==> src/sfs_pkg.sv <==
// Behaviour
// - Abort request halts the running transfer at once and zeroes the shift counter.
// - Abort flag clears itself after the stop; other control bits stay unchanged.
// - Abort in transmit mode drives serial clock and serial data outputs high.
// - Abort leaves the shift register contents untouched.
// - On resume, data output keeps the pre-stop bit until the first new leading (falling) clock edge.
// - From reset until the program runs, all pins stay in initial state.
// - Clearing serial enable finishes the current word into the buffer, then stops.
package sfs_pkg;

  // Word sizes and transmit buffer depth
  localparam int WORD_W = 8;
  localparam int FIFO_DEPTH = 8;
  localparam logic [3:0] LEN_NIB = 4'h4;
  localparam logic [3:0] LEN_BYTE = 4'h8;

  // Internal serial clock half period in core cycles
  localparam logic [7:0] SCK_HALF = 8'h04;

  // Reset values
  localparam logic IDLE_LEVEL = 1'b1;
  localparam logic [3:0] CNT_RST = 4'h0;
  localparam logic [7:0] SHIFT_RST = 8'h00;

  typedef enum logic [1:0] {
    SFS_IDLE = 2'b00,
    SFS_RUN = 2'b01,
    SFS_STOP = 2'b10
  } sfs_state_t;

  // Software control levels
  typedef struct packed {
    logic serialEnable;
    logic txMode;
    logic extClock;
    logic wordLen8;
  } sfs_ctrl_t;

  // Pin group toward the peer
  typedef struct packed {
    logic sckOut;
    logic sckOe_n;
    logic soOut;
    logic soOe_n;
  } sfs_pins_t;

endpackage

==> src/sfs_sync.sv <==
module sfs_sync
  import sfs_pkg::*;
#(
  parameter int W = 1
)
(
  input wire logic sys_clk,
  input wire logic rst,
  input wire logic [W-1:0] async,
  output logic [W-1:0] synced
);

  typedef struct packed {
    logic [W-1:0] meta;
    logic [W-1:0] stable;
  } sfs_sync_st_t;

  sfs_sync_st_t q_r;
  sfs_sync_st_t q_nxt;

  // First stage feeds only the second stage
  always_comb
  begin
    q_nxt.meta = async;
    q_nxt.stable = q_r.meta;
  end

  always_ff @(posedge sys_clk or posedge rst)
  begin
    if (rst)
    begin
      q_r <= '1;
    end
    else
    begin
      q_r <= q_nxt;
    end
  end

  assign synced = q_r.stable;

endmodule

==> src/sfs_fifo.sv <==
module sfs_fifo
  import sfs_pkg::*;
#(
  parameter int W = 8,
  parameter int D = 8
)
(
  input wire logic sys_clk,
  input wire logic rst,
  input wire logic [W-1:0] inData,
  input wire logic inValid,
  output logic inReady,
  output logic [W-1:0] outData,
  output logic outValid,
  input wire logic outReady
);

  localparam int AW = $clog2(D);

  typedef struct packed {
    logic [D-1:0][W-1:0] mem;
    logic [AW-1:0] wrPtr;
    logic [AW-1:0] rdPtr;
    logic [AW:0] count;
  } sfs_fifo_st_t;

  sfs_fifo_st_t q_r;
  sfs_fifo_st_t q_nxt;
  logic push;
  logic pop;

  // Full and empty come straight from the fill count
  assign inReady = q_r.count < (AW + 1)'(D);
  assign outValid = q_r.count != '0;
  assign outData = q_r.mem[q_r.rdPtr];
  assign push = inValid && inReady;
  assign pop = outValid && outReady;

  always_comb
  begin
    q_nxt = q_r;
    if (push)
    begin
      q_nxt.mem[q_r.wrPtr] = inData;
      q_nxt.wrPtr = (q_r.wrPtr == AW'(D - 1)) ? '0 : q_r.wrPtr + 1'b1;
    end
    if (pop)
    begin
      q_nxt.rdPtr = (q_r.rdPtr == AW'(D - 1)) ? '0 : q_r.rdPtr + 1'b1;
    end
    q_nxt.count = q_r.count + (AW + 1)'(push) - (AW + 1)'(pop);
  end

  always_ff @(posedge sys_clk or posedge rst)
  begin
    if (rst)
    begin
      q_r <= '0;
    end
    else
    begin
      q_r <= q_nxt;
    end
  end

endmodule

==> src/sfs_serial.sv <==
module sfs_serial
  import sfs_pkg::*;
#(
  parameter logic [7:0] SCK_HALF_CYC = SCK_HALF,
  parameter int TX_DEPTH = FIFO_DEPTH
)
(
  input wire logic sys_clk,
  input wire logic rst,
  input wire logic cpuRun,
  input wire sfs_ctrl_t ctrl,
  input wire logic transferAbortSet,
  output logic transferAbort,
  output logic busy,
  input wire logic [WORD_W-1:0] txData,
  input wire logic txValid,
  output logic txReady,
  output logic [WORD_W-1:0] rxData,
  output logic rxValid,
  input wire logic sckIn,
  input wire logic siIn,
  output sfs_pins_t pins
);

  typedef struct packed {
    sfs_state_t state;
    logic [3:0] bitCnt;
    logic [WORD_W-1:0] shiftReg;
    logic [7:0] sckDiv;
    logic sckOut;
    logic sckPrev;
    logic soBit;
    logic heldBit;
    logic abort;
    logic [WORD_W-1:0] rxData;
    logic rxValid;
    logic [3:0] pinsOe_n;
  } sfs_st_t;

  sfs_st_t q_r;
  sfs_st_t q_nxt;
  logic [1:0] pinSync;
  logic [WORD_W-1:0] fifoData;
  logic fifoValid;
  logic fifoPop;
  logic sckFall;
  logic sckRise;
  logic startGo;
  logic wordDone;
  logic [3:0] wordLen;

  // Peer clock and data pass two flops before use
  sfs_sync #(
    .W(2)
  ) u_sync (
    .sys_clk(sys_clk),
    .rst(rst),
    .async({sckIn, siIn}),
    .synced(pinSync)
  );

  // Transmit words queue here; a stalled link pushes back on the writer
  sfs_fifo #(
    .W(WORD_W),
    .D(TX_DEPTH)
  ) u_fifo (
    .sys_clk(sys_clk),
    .rst(rst),
    .inData(txData),
    .inValid(txValid),
    .inReady(txReady),
    .outData(fifoData),
    .outValid(fifoValid),
    .outReady(fifoPop)
  );

  assign wordLen = ctrl.wordLen8 ? LEN_BYTE : LEN_NIB;

  // Serial clock edges, internal divider or sampled peer clock
  always_comb
  begin
    sckFall = 1'b0;
    sckRise = 1'b0;
    if (q_r.state == SFS_RUN)
    begin
      if (ctrl.extClock)
      begin
        sckFall = q_r.sckPrev && !pinSync[1];
        sckRise = !q_r.sckPrev && pinSync[1];
      end
      else if (q_r.sckDiv == 8'h00)
      begin
        sckFall = q_r.sckOut;
        sckRise = !q_r.sckOut;
      end
    end
  end

  // Start needs a word to send in transmit mode, nothing in receive mode
  assign startGo = (q_r.state == SFS_IDLE) && ctrl.serialEnable && cpuRun && !q_r.abort
    && !transferAbortSet && (!ctrl.txMode || fifoValid);
  assign wordDone = sckRise && (q_r.bitCnt == wordLen - 4'h1);
  assign fifoPop = (startGo || (wordDone && ctrl.serialEnable && !transferAbortSet))
    && ctrl.txMode && fifoValid;

  always_comb
  begin
    q_nxt = q_r;
    q_nxt.rxValid = 1'b0;
    q_nxt.sckPrev = pinSync[1];
    // Pins stay released until the program is running
    q_nxt.pinsOe_n = cpuRun ? {ctrl.extClock, 1'b0, 2'b11} : 4'hF;
    if (q_r.state == SFS_RUN && !ctrl.extClock)
    begin
      q_nxt.sckDiv = (q_r.sckDiv == 8'h00) ? SCK_HALF_CYC - 8'h01 : q_r.sckDiv - 8'h01;
      if (q_r.sckDiv == 8'h00)
      begin
        q_nxt.sckOut = !q_r.sckOut;
      end
    end
    case (q_r.state)
      SFS_IDLE:
      begin
        if (startGo)
        begin
          q_nxt.state = SFS_RUN;
          q_nxt.bitCnt = CNT_RST;
          q_nxt.sckDiv = SCK_HALF_CYC - 8'h01;
          q_nxt.sckOut = IDLE_LEVEL;
          // Old bit reappears until the first new leading edge
          q_nxt.soBit = q_r.heldBit;
          if (ctrl.txMode)
          begin
            q_nxt.shiftReg = fifoData;
          end
        end
      end
      SFS_RUN:
      begin
        // Leading edge presents data, trailing edge samples
        if (sckFall && ctrl.txMode)
        begin
          q_nxt.soBit = q_r.shiftReg[0];
        end
        if (sckRise)
        begin
          q_nxt.shiftReg = q_r.shiftReg >> 1;
          q_nxt.shiftReg[wordLen[3] ? 3'h7 : 3'h3] = pinSync[0];
          q_nxt.bitCnt = q_r.bitCnt + 4'h1;
        end
        if (wordDone)
        begin
          q_nxt.bitCnt = CNT_RST;
          // Nibble words are shifted in at bit 3, so they end in the low half
          q_nxt.rxData = ctrl.wordLen8 ? q_nxt.shiftReg : {4'h0, q_nxt.shiftReg[3:0]};
          q_nxt.rxValid = 1'b1;
          // Enable low ends after this word completes
          if (!ctrl.serialEnable || (ctrl.txMode && !fifoValid))
          begin
            q_nxt.state = SFS_IDLE;
            q_nxt.sckOut = IDLE_LEVEL;
          end
          else if (ctrl.txMode)
          begin
            q_nxt.shiftReg = fifoData;
          end
        end
      end
      SFS_STOP:
      begin
        // Stop is done, so the flag drops itself
        q_nxt.abort = 1'b0;
        q_nxt.state = SFS_IDLE;
      end
      default:
      begin
        q_nxt.state = SFS_IDLE;
      end
    endcase
    // Forced stop overrides everything above; set beats self clear
    if (transferAbortSet)
    begin
      q_nxt.abort = 1'b1;
      q_nxt.state = SFS_STOP;
      q_nxt.bitCnt = CNT_RST;
      q_nxt.shiftReg = q_r.shiftReg;
      q_nxt.rxValid = 1'b0;
      q_nxt.heldBit = (q_r.state == SFS_RUN) ? q_r.soBit : q_r.heldBit;
      q_nxt.sckOut = IDLE_LEVEL;
      if (ctrl.txMode)
      begin
        q_nxt.soBit = IDLE_LEVEL;
      end
    end
  end

  always_ff @(posedge sys_clk or posedge rst)
  begin
    if (rst)
    begin
      q_r.state <= SFS_IDLE;
      q_r.bitCnt <= CNT_RST;
      q_r.shiftReg <= SHIFT_RST;
      q_r.sckDiv <= 8'h00;
      q_r.sckOut <= IDLE_LEVEL;
      q_r.sckPrev <= IDLE_LEVEL;
      q_r.soBit <= IDLE_LEVEL;
      q_r.heldBit <= IDLE_LEVEL;
      q_r.abort <= 1'b0;
      q_r.rxData <= SHIFT_RST;
      q_r.rxValid <= 1'b0;
      q_r.pinsOe_n <= 4'hF;
    end
    else
    begin
      q_r <= q_nxt;
    end
  end

  // Outputs straight from flops
  assign transferAbort = q_r.abort;
  assign busy = q_r.state == SFS_RUN;
  assign rxData = q_r.rxData;
  assign rxValid = q_r.rxValid;
  assign pins.sckOut = q_r.sckOut;
  assign pins.soOut = q_r.soBit;
  assign pins.sckOe_n = q_r.pinsOe_n[3];
  assign pins.soOe_n = q_r.pinsOe_n[2];

  property p_abortHalts;
    @(posedge sys_clk) disable iff (rst)
    transferAbortSet |=> (q_r.state == SFS_STOP) && (q_r.bitCnt == 4'h0) && !busy;
  endproperty
  a_abortHalts: assert property (p_abortHalts)
    else $error("abort did not halt the transfer");

  property p_abortSelfClear;
    @(posedge sys_clk) disable iff (rst)
    $rose(transferAbort) && !transferAbortSet |-> ##1 !transferAbort;
  endproperty
  a_abortSelfClear: assert property (p_abortSelfClear)
    else $error("abort flag did not clear after stop");

  property p_txIdleHigh;
    @(posedge sys_clk) disable iff (rst)
    transferAbortSet && ctrl.txMode |=> pins.sckOut && pins.soOut;
  endproperty
  a_txIdleHigh: assert property (p_txIdleHigh)
    else $error("clock or data not high after transmit abort");

  property p_shiftKept;
    @(posedge sys_clk) disable iff (rst)
    transferAbortSet |=> q_r.shiftReg == $past(q_r.shiftReg);
  endproperty
  a_shiftKept: assert property (p_shiftKept)
    else $error("abort changed the shift register");

  property p_resumeHeld;
    @(posedge sys_clk) disable iff (rst)
    startGo |=> pins.soOut == $past(q_r.heldBit);
  endproperty
  a_resumeHeld: assert property (p_resumeHeld)
    else $error("resume did not present the held bit");

  property p_resetRelease;
    @(posedge sys_clk) disable iff (rst)
    !cpuRun ##1 !cpuRun |-> pins.sckOe_n && pins.soOe_n && !busy;
  endproperty
  a_resetRelease: assert property (p_resetRelease)
    else $error("pins driven before program start");

  property p_gracefulEnd;
    @(posedge sys_clk) disable iff (rst)
    wordDone && !ctrl.serialEnable && !transferAbortSet |=> rxValid && !busy;
  endproperty
  a_gracefulEnd: assert property (p_gracefulEnd)
    else $error("word not finished on enable clear");

endmodule

==> config.mk <==
export PLATFORM = sky130hd
export DESIGN_NAME = sfs_serial
export DESIGN_NICKNAME = d
export VERILOG_FILES = /design/src/sfs_pkg.sv /design/src/sfs_sync.sv /design/src/sfs_fifo.sv /design/src/sfs_serial.sv
export SDC_FILE = /design/constraint.sdc
export NUM_CORES = 1
export LEC_CHECK = 0
export ABC_AREA = 0
export BUFFER_PORTS_ARGS = -buffer_cell sky130_fd_sc_hd__buf_2
export CORE_MARGIN = 5
export CORE_UTILIZATION = 40
export CTS_BUF_LIST = sky130_fd_sc_hd__clkbuf_4
export DETAILED_ROUTE_END_ITERATION = 10
export PLACE_DENSITY = 0.62
export SYNTH_ARGS = -nofsm -noshare
export SYNTH_HDL_FRONTEND = slang
export SYNTH_HIERARCHICAL = 1
export SYNTH_SLANG_ARGS = --single-unit
export TNS_END_PERCENT = 10
==> constraint.sdc <==
create_clock -name sys_clk -period 3.9 [get_ports sys_clk]
set_input_delay 0.585 -clock sys_clk [delete_from_list [all_inputs] [get_ports sys_clk]]
set_output_delay 0.585 -clock sys_clk [all_outputs]
set_load 0.01 [all_outputs]
==> results.toml, run 1 <==
[run_status]
status = "finished clean"

[floorplanning]
coreArea_sq_um = 14420
dieArea_sq_um = 17130
rows = 44
pin_count = 35
start_util_pct = 40.52
die_x_um = 130.9
die_height_um = 130.9

[placement]
dp_hpwl_um = 8525
place.gp.congestion = 0.8430
place_ws_ps = 560.6
io_buffers = 34

[synthesis]
yosys_warnings = 6
synthTopCellsByArea = "dfrtp_1 45%, mux2_2 16%, mux4_2 6.2%, dfstp_2 4.5%, ha_1 3.0%"
yosys.area.top_type_share_pct = 45.39
yosys.cell_types.count = 62
synthCells = 460
async_flop_share_pct = 100.0
synth-seq-cells = 116
synth.avg_cell_area_sq_um = 12.71
yosys.area.top_type = "dfrtp_1"
ys_top_cells_by_count = "106 x dfrtp_1, 82 x mux2_2, 21 x inv_1, 18 x nand2_1, 16 x mux4_2"
ys_seq_area_share_pct = 49.88
syn-num-nets = 494
ys.flop_type = "dfrtp_1"
yosysMostFrequentCell = "dfrtp_1"
netlist_area_sq_um = 5844
synth_edf_count = 0

[finish]
final_nets = 519
fillers = 1347
final_layout_size_suffix_gt1_share_pct = 37.35
multi_input_area_sq_um = 2665
ff_latch_area_sq_um = 2915
n_antenna_cell = 0
area_growth_pct = 8.778

[worst_setup_path]
worstPathRequired_ps = 4340
setup.worst_path.start_class = "flip-flop"
end_kind = "flip-flop"
path_class = "reg2reg"
arrival_ps = 3790
crit_fanout = 4

[detailed_routing]
final_antenna_net_count = 0
drt-met1-wl_um = 5603
drt_pass1_iterations = 5
route.detailed.drc = 0
vias = 3797
avgRoutedWirePerCell_um = 18.18
highest_layer = "met4"
wl_met3_um = 613
dr_wl_met2_um = 5999
vias_per_cell = 5.567
drtIter0Drc = 216
postRouteWirelength_um = 12400

[cts]
clock_path_buffers = 2
hold_buffers = 0
cts_root_buffer = "clkbuf_4"
cts_tree = "yes"
cts_max_level = 4
cts_setup_buffers = 0
clk_pin_slew_ps = 100
cts_made_buffers = 17
clk_latency_ps = 540
clock-sinks = 116
postCtsResizedCells = 0

[power_and_ir_drop]
switching_share_pct = 30.55
p_sw_mw = 1.177
p_comb_share_pct = 29.2
vdd_drop_max_mv = 0.2996
p_int_mw = 2.677
power_density_nw_per_um2 = 606.3
pwr-share-clk_pct = 21.7
seqPwrFrac_pct = 49.0
p_leak_nw = 2.872

[global_routing]
grt_pass1_vias = 3970
overflow = 0
grt_pass1_wl_um = 20620
grt_max_degree = 52
antenna_found_initial = 0
grt_use_total_pct = 15.63

[timing]
finalHoldViolCount = 0
setup_viol = 0
tns_ps = 0
fin_worst_skew_ps = 16.49
min_period_over_period_pct = 85.74
finalWorstSetupSlack_ps = 556.2
worstMarginPinSlew_ps = 1071
fmaxAchievable_mhz = 299.1
rsz0062_at_grt = "no"
min_period_ps = 3344
maxSlewHeadroom_pct = 28.51
finalMaxSlewViolations = 0

[job]
max-cap-violations = 0

[hold_path]
hold_class = "in2async"
-- power by group through the flow --
stage,clock network (mW),registers (mW),logic [mW]
5_1_grt,0.922,1.94,1.25
4_1_cts,0.871,1.89,1.14
3_5_place_dp,0,1.91,1.14
3_3_place_gp,0,1.89,1.09
6_report,0.837,1.89,1.13
2_1_floorplan,0,1.78,0.975
-- final cells by class --
class	instances	area share (%)
sequential	116	45.86
clock inverter	12	1.791
timing repair buffer	38	3.149
multi-input combinational	290	41.92
clock buffer	20	2.362
inverter	22	1.299
tap	184	3.621
-- routing by layer --
layer / GRT usage [%] / vias up
met5: 0 / -
met4: 6.110 / 0
met3: 4.106 / 19
met2: 25.13 / 80
met1: 20.27 / 1955
li1: - / 1743
-- sequential cells by signal, indices dropped and copies added, names as in the netlist --
name / flops
pins: 4
q_r: 24
rxData: 8
rxValid: 1
transferAbort: 1
u_fifo/q_r: 74
u_sync/q_nxt: 2
u_sync/synced: 2
-- cells in the final DEF (no fill, tap or decap), types with 3 or more instances in the layout --
cell type   instances
nor4_1              4
o21ai_0             6
a31oi_1            12
nor2_1             15
a21o_1              6
buf_4               4
dfstp_2            10
nand2_1            18
nand2b_1           10
and3_1              6
clkinv_1            5
dfrtp_1           106
nor3_1              7
mux2_2             82
o31ai_1             5
clkbuf_4           20
nor2b_1             4
or4_1               3
o221ai_1            3
xor2_1              5
clkinvlp_4          4
nand3b_1            4
a211oi_1            6
o211ai_1            7
nand3_1             7
inv_1              20
ha_1               14
mux4_2             16
a21oi_1             9
buf_2              34
-- cells by family (layout without fill, tap and decap cells) --
logic type      count (synthesis)  after routing  share of synthesized area, %
compound gates                 68             68                         8.242
xor+xnor                        8              8                         1.520
fa+ha+maj                      15             15                         3.340
buf+inv                        54             92                         4.517
flops                         116            116                         49.88
mux                           100            100                         22.31
simple gates                   99             99                         10.19
-- worst max-delay path, cell delays in order (launching register included) --
cell and delay (ps):
dfrtp_1 420, nor4_1 410, and3_1 280, ha_1 180
nor2b_1 250, o2111ai_2 170, nor2_1 180, o21a_1 150
nand2_1 120, inv_1 90, ha_1 220, inv_1 50
ha_1 160, inv_1 60, fa_1 490, inv_1 40
-- metrics by stage --
stage / util [%] / area (sq um) / total power, mW / std cells / hold WS, ps
floorplan: - / 5844 / 2.756 / 460 / 345.2
global route: 44.08 / 6357 / 4.110 / 682 / 85.59
CTS: 44.08 / 6357 / 3.902 / 682 / 86.15
global placement: 42.25 / 6093 / 2.983 / 650 / 347.1
detailed placement: 42.25 / 6093 / 3.051 / 650 / 348.7
finish: 44.08 / 6357 / 3.854 / 682 / 130.3
-- worst paths after layout --
path | startpoint | to | slack (ps) | cells after the start
min reg2reg | u_sync/q_nxt[0]$_DFF_PP1_ | u_sync/synced[0]$_DFF_PP1_ | 360 | 0
max reg2reg | q_r[24]$_DFF_PP0_ | u_fifo/q_r[1]$_DFF_PP0_ | 560 | 15
max | q_r[24]$_DFF_PP0_ | u_fifo/q_r[1]$_DFF_PP0_ | 560 | 15
max in group asynchronous | rst | u_fifo/q_r[64]$_DFFE_PP0P_ | 2650 | 3
min in group sys_clk | sckIn | u_sync/q_nxt[1]$_DFF_PP1_ | 130 | 1
min | rst | u_sync/q_nxt[0]$_DFF_PP1_ | 130 | 2
No activity file was read; power rests on OpenSTA's default activity.
==> run 2, diff against run 1 <==
CORE_ASPECT_RATIO = 0.8   (was unset)
==> run 2 against run 1 <==
Compared with the run above:
- sequential cell count unchanged
- first-iteration DRC count rose by 110%
- sequential share of layout area fell by 0.76 points
- largest cell class unchanged
- critical path type unchanged
==> results.toml, run 2 (same netlist as run 1, synthesis figures left out) <==
[finish]
instances_no_fill = 685
largest_register = "u_fifo/q_r"
area_growth_pct = 10.62
final_nets = 521
fillers = 1283
final_layout_size_suffix_gt1_share_pct = 38.00
final_core_util_pct = 45.22
largest_reg_flops = 74
reg_top3 = "u_fifo/q_r x74, q_r x24, rxData x8"
layout_common_cells = "106 x dfrtp_1, 82 x mux2_2, 34 x buf_2"
layout_commonest_cell = "dfrtp_1"

[global_routing]
grt_pass1_wl_um = 20310
grt_busiest_layer = "met2"
grt_use_total_pct = 14.74
grtUsageMet3_pct = 5.389
grt_pass1_vias = 3815
overflow = 0
grt_max_degree = 57
antenna_found_initial = 1
grt_use_met1_pct = 20.38
grtUsageMet2_pct = 21.51

[worst_setup_path]
path_class = "reg2reg"
worstReg2RegStart = "q_r[23]$_DFF_PP0_"
timing.reg2reg.setup_slack_ps = 620
arrival_ps = 3680
end_kind = "flip-flop"
timing.rr.end = "u_fifo/q_r[2]$_DFF_PP0_"
worstPathRequired_ps = 4290
crit_fanout = 4
reg2reg_depth = 15
setup.worst_path.start_class = "flip-flop"

[cts]
postCtsResizedCells = 0
cts_made_buffers = 17
clock_path_buffers = 2
clock-sinks = 116
cts_setup_buffers = 0
clk_latency_ps = 510
cts_root_buffer = "clkbuf_4"
cts_tree = "yes"
hold_buffers = 0
cts_max_level = 4
clk_pin_slew_ps = 100

[timing]
fin_worst_skew_ps = 11.40
finalHoldViolCount = 0
setup_viol = 0
fmaxAchievable_mhz = 304.4
worstMarginPinSlew_ps = 920.9
min_period_ps = 3285
finalMaxSlewViolations = 0
min_period_over_period_pct = 84.23
rsz0062_at_grt = "no"
tns_ps = 0
maxSlewHeadroom_pct = 38.34

[detailed_routing]
postRouteWirelength_um = 12290
route.detailed.drc = 0
drt_pass1_iterations = 6
avgRoutedWirePerCell_um = 17.94
vias = 3767
vias_per_cell = 5.499
drtIter0Drc = 449
final_antenna_net_count = 0

[power_and_ir_drop]
vdd_drop_max_mv = 0.3124
p_comb_share_pct = 27.8
finalPower_mw = 4.089
switching_share_pct = 28.36
p_int_mw = 2.929
power_density_nw_per_um2 = 632.4
p_leak_nw = 2.943
seqPwrFrac_pct = 46.1
p_sw_mw = 1.159
pwr-share-clk_pct = 26.1

[floorplanning]
coreArea_sq_um = 14300
rows = 39
pin_count = 35
dieArea_sq_um = 17140
die_x_um = 145.1
die_height_um = 118.1
start_util_pct = 40.88

[placement]
dp_hpwl_um = 8619
place.gp.congestion = 0.9244
place_inst = 652
io_buffers = 34

[hold_path]
hold_class = "in2async"

[job]
max-cap-violations = 0

[run_status]
status = "finished clean"
## run 2: cell types whose count changed in the layout (fill, tap and decap cells not counted), sizes merged
cell / delta
buf: +2
clkbuf: -1
diode: +1
clkinvlp: -4
clkinv: +1
bufinv: +4
## run 2: worst max path at each step
stage	end	from	cells after the start	slack, ps
after floorplan	u_fifo/q_r[2]$_DFF_PP0_	q_r[23]$_DFF_PP0_	15	930
after CTS	u_fifo/q_r[2]$_DFF_PP0_	q_r[23]$_DFF_PP0_	15	630
after global routing	u_fifo/q_r[2]$_DFF_PP0_	q_r[23]$_DFF_PP0_	15	400
after detailed placement	u_fifo/q_r[2]$_DFF_PP0_	q_r[24]$_DFF_PP0_	15	660
final	u_fifo/q_r[2]$_DFF_PP0_	q_r[23]$_DFF_PP0_	15	620
after global placement	u_fifo/q_r[1]$_DFF_PP0_	q_r[23]$_DFF_PP0_	15	810
## run 2: worst max-delay path: stages (launching register included)
cell and delay [ps]:
dfrtp_1 420, nor4_1 320, and3_1 260, ha_1 180, nor2b_1 270, o2111ai_2 180
nor2_1 180, o21a_1 150, nand2_1 110, inv_1 80, ha_1 220, inv_1 60
ha_1 160, inv_1 60, fa_1 380, xnor2_1 140
## run 2: power groups by stage
stage,registers [mW],clock network [mW],logic [mW]
after CTS,1.88,1.11,1.15
after detailed placement,1.91,0,1.15
final,1.88,1.07,1.14
after floorplan,1.78,0,0.975
after global placement,1.88,0,1.11
after global routing,1.94,1.16,1.25
## run 2: cell type report
type	instances	area (sq um)	area share (%)
multi-input combinational	290	2665	41.22
tap	184	230.2	3.561
sequential	116	2915	45.09
inverter	22	82.58	1.277
clock buffer	19	142.6	2.206
antenna	1	2.502	0.03871
timing repair buffer	40	215.2	3.329
clock inverter	13	211.5	3.271
## run 2: layer usage
metal / wire length [um] / part of all wire (%)
met1: 5708 / 46
met3: 839 / 6.8
met2: 5515 / 45
met5: 0 / 0
met4: 226 / 1.8
## run 2: stage by stage
| stage | hold slack, ps | instance area, sq um | worst slack [ps] |
|---|---|---|---|
| 2_1_floorplan | 345.2 | 5844 | 925.5 |
| 3_3_place_gp | 347.4 | 6108 | 808.2 |
| 3_5_place_dp | 346.8 | 6108 | 662.9 |
| 4_1_cts | 37.54 | 6462 | 627.9 |
| 5_1_grt | 60.52 | 6465 | 395.6 |
| 6_report | 72.54 | 6465 | 615.1 |
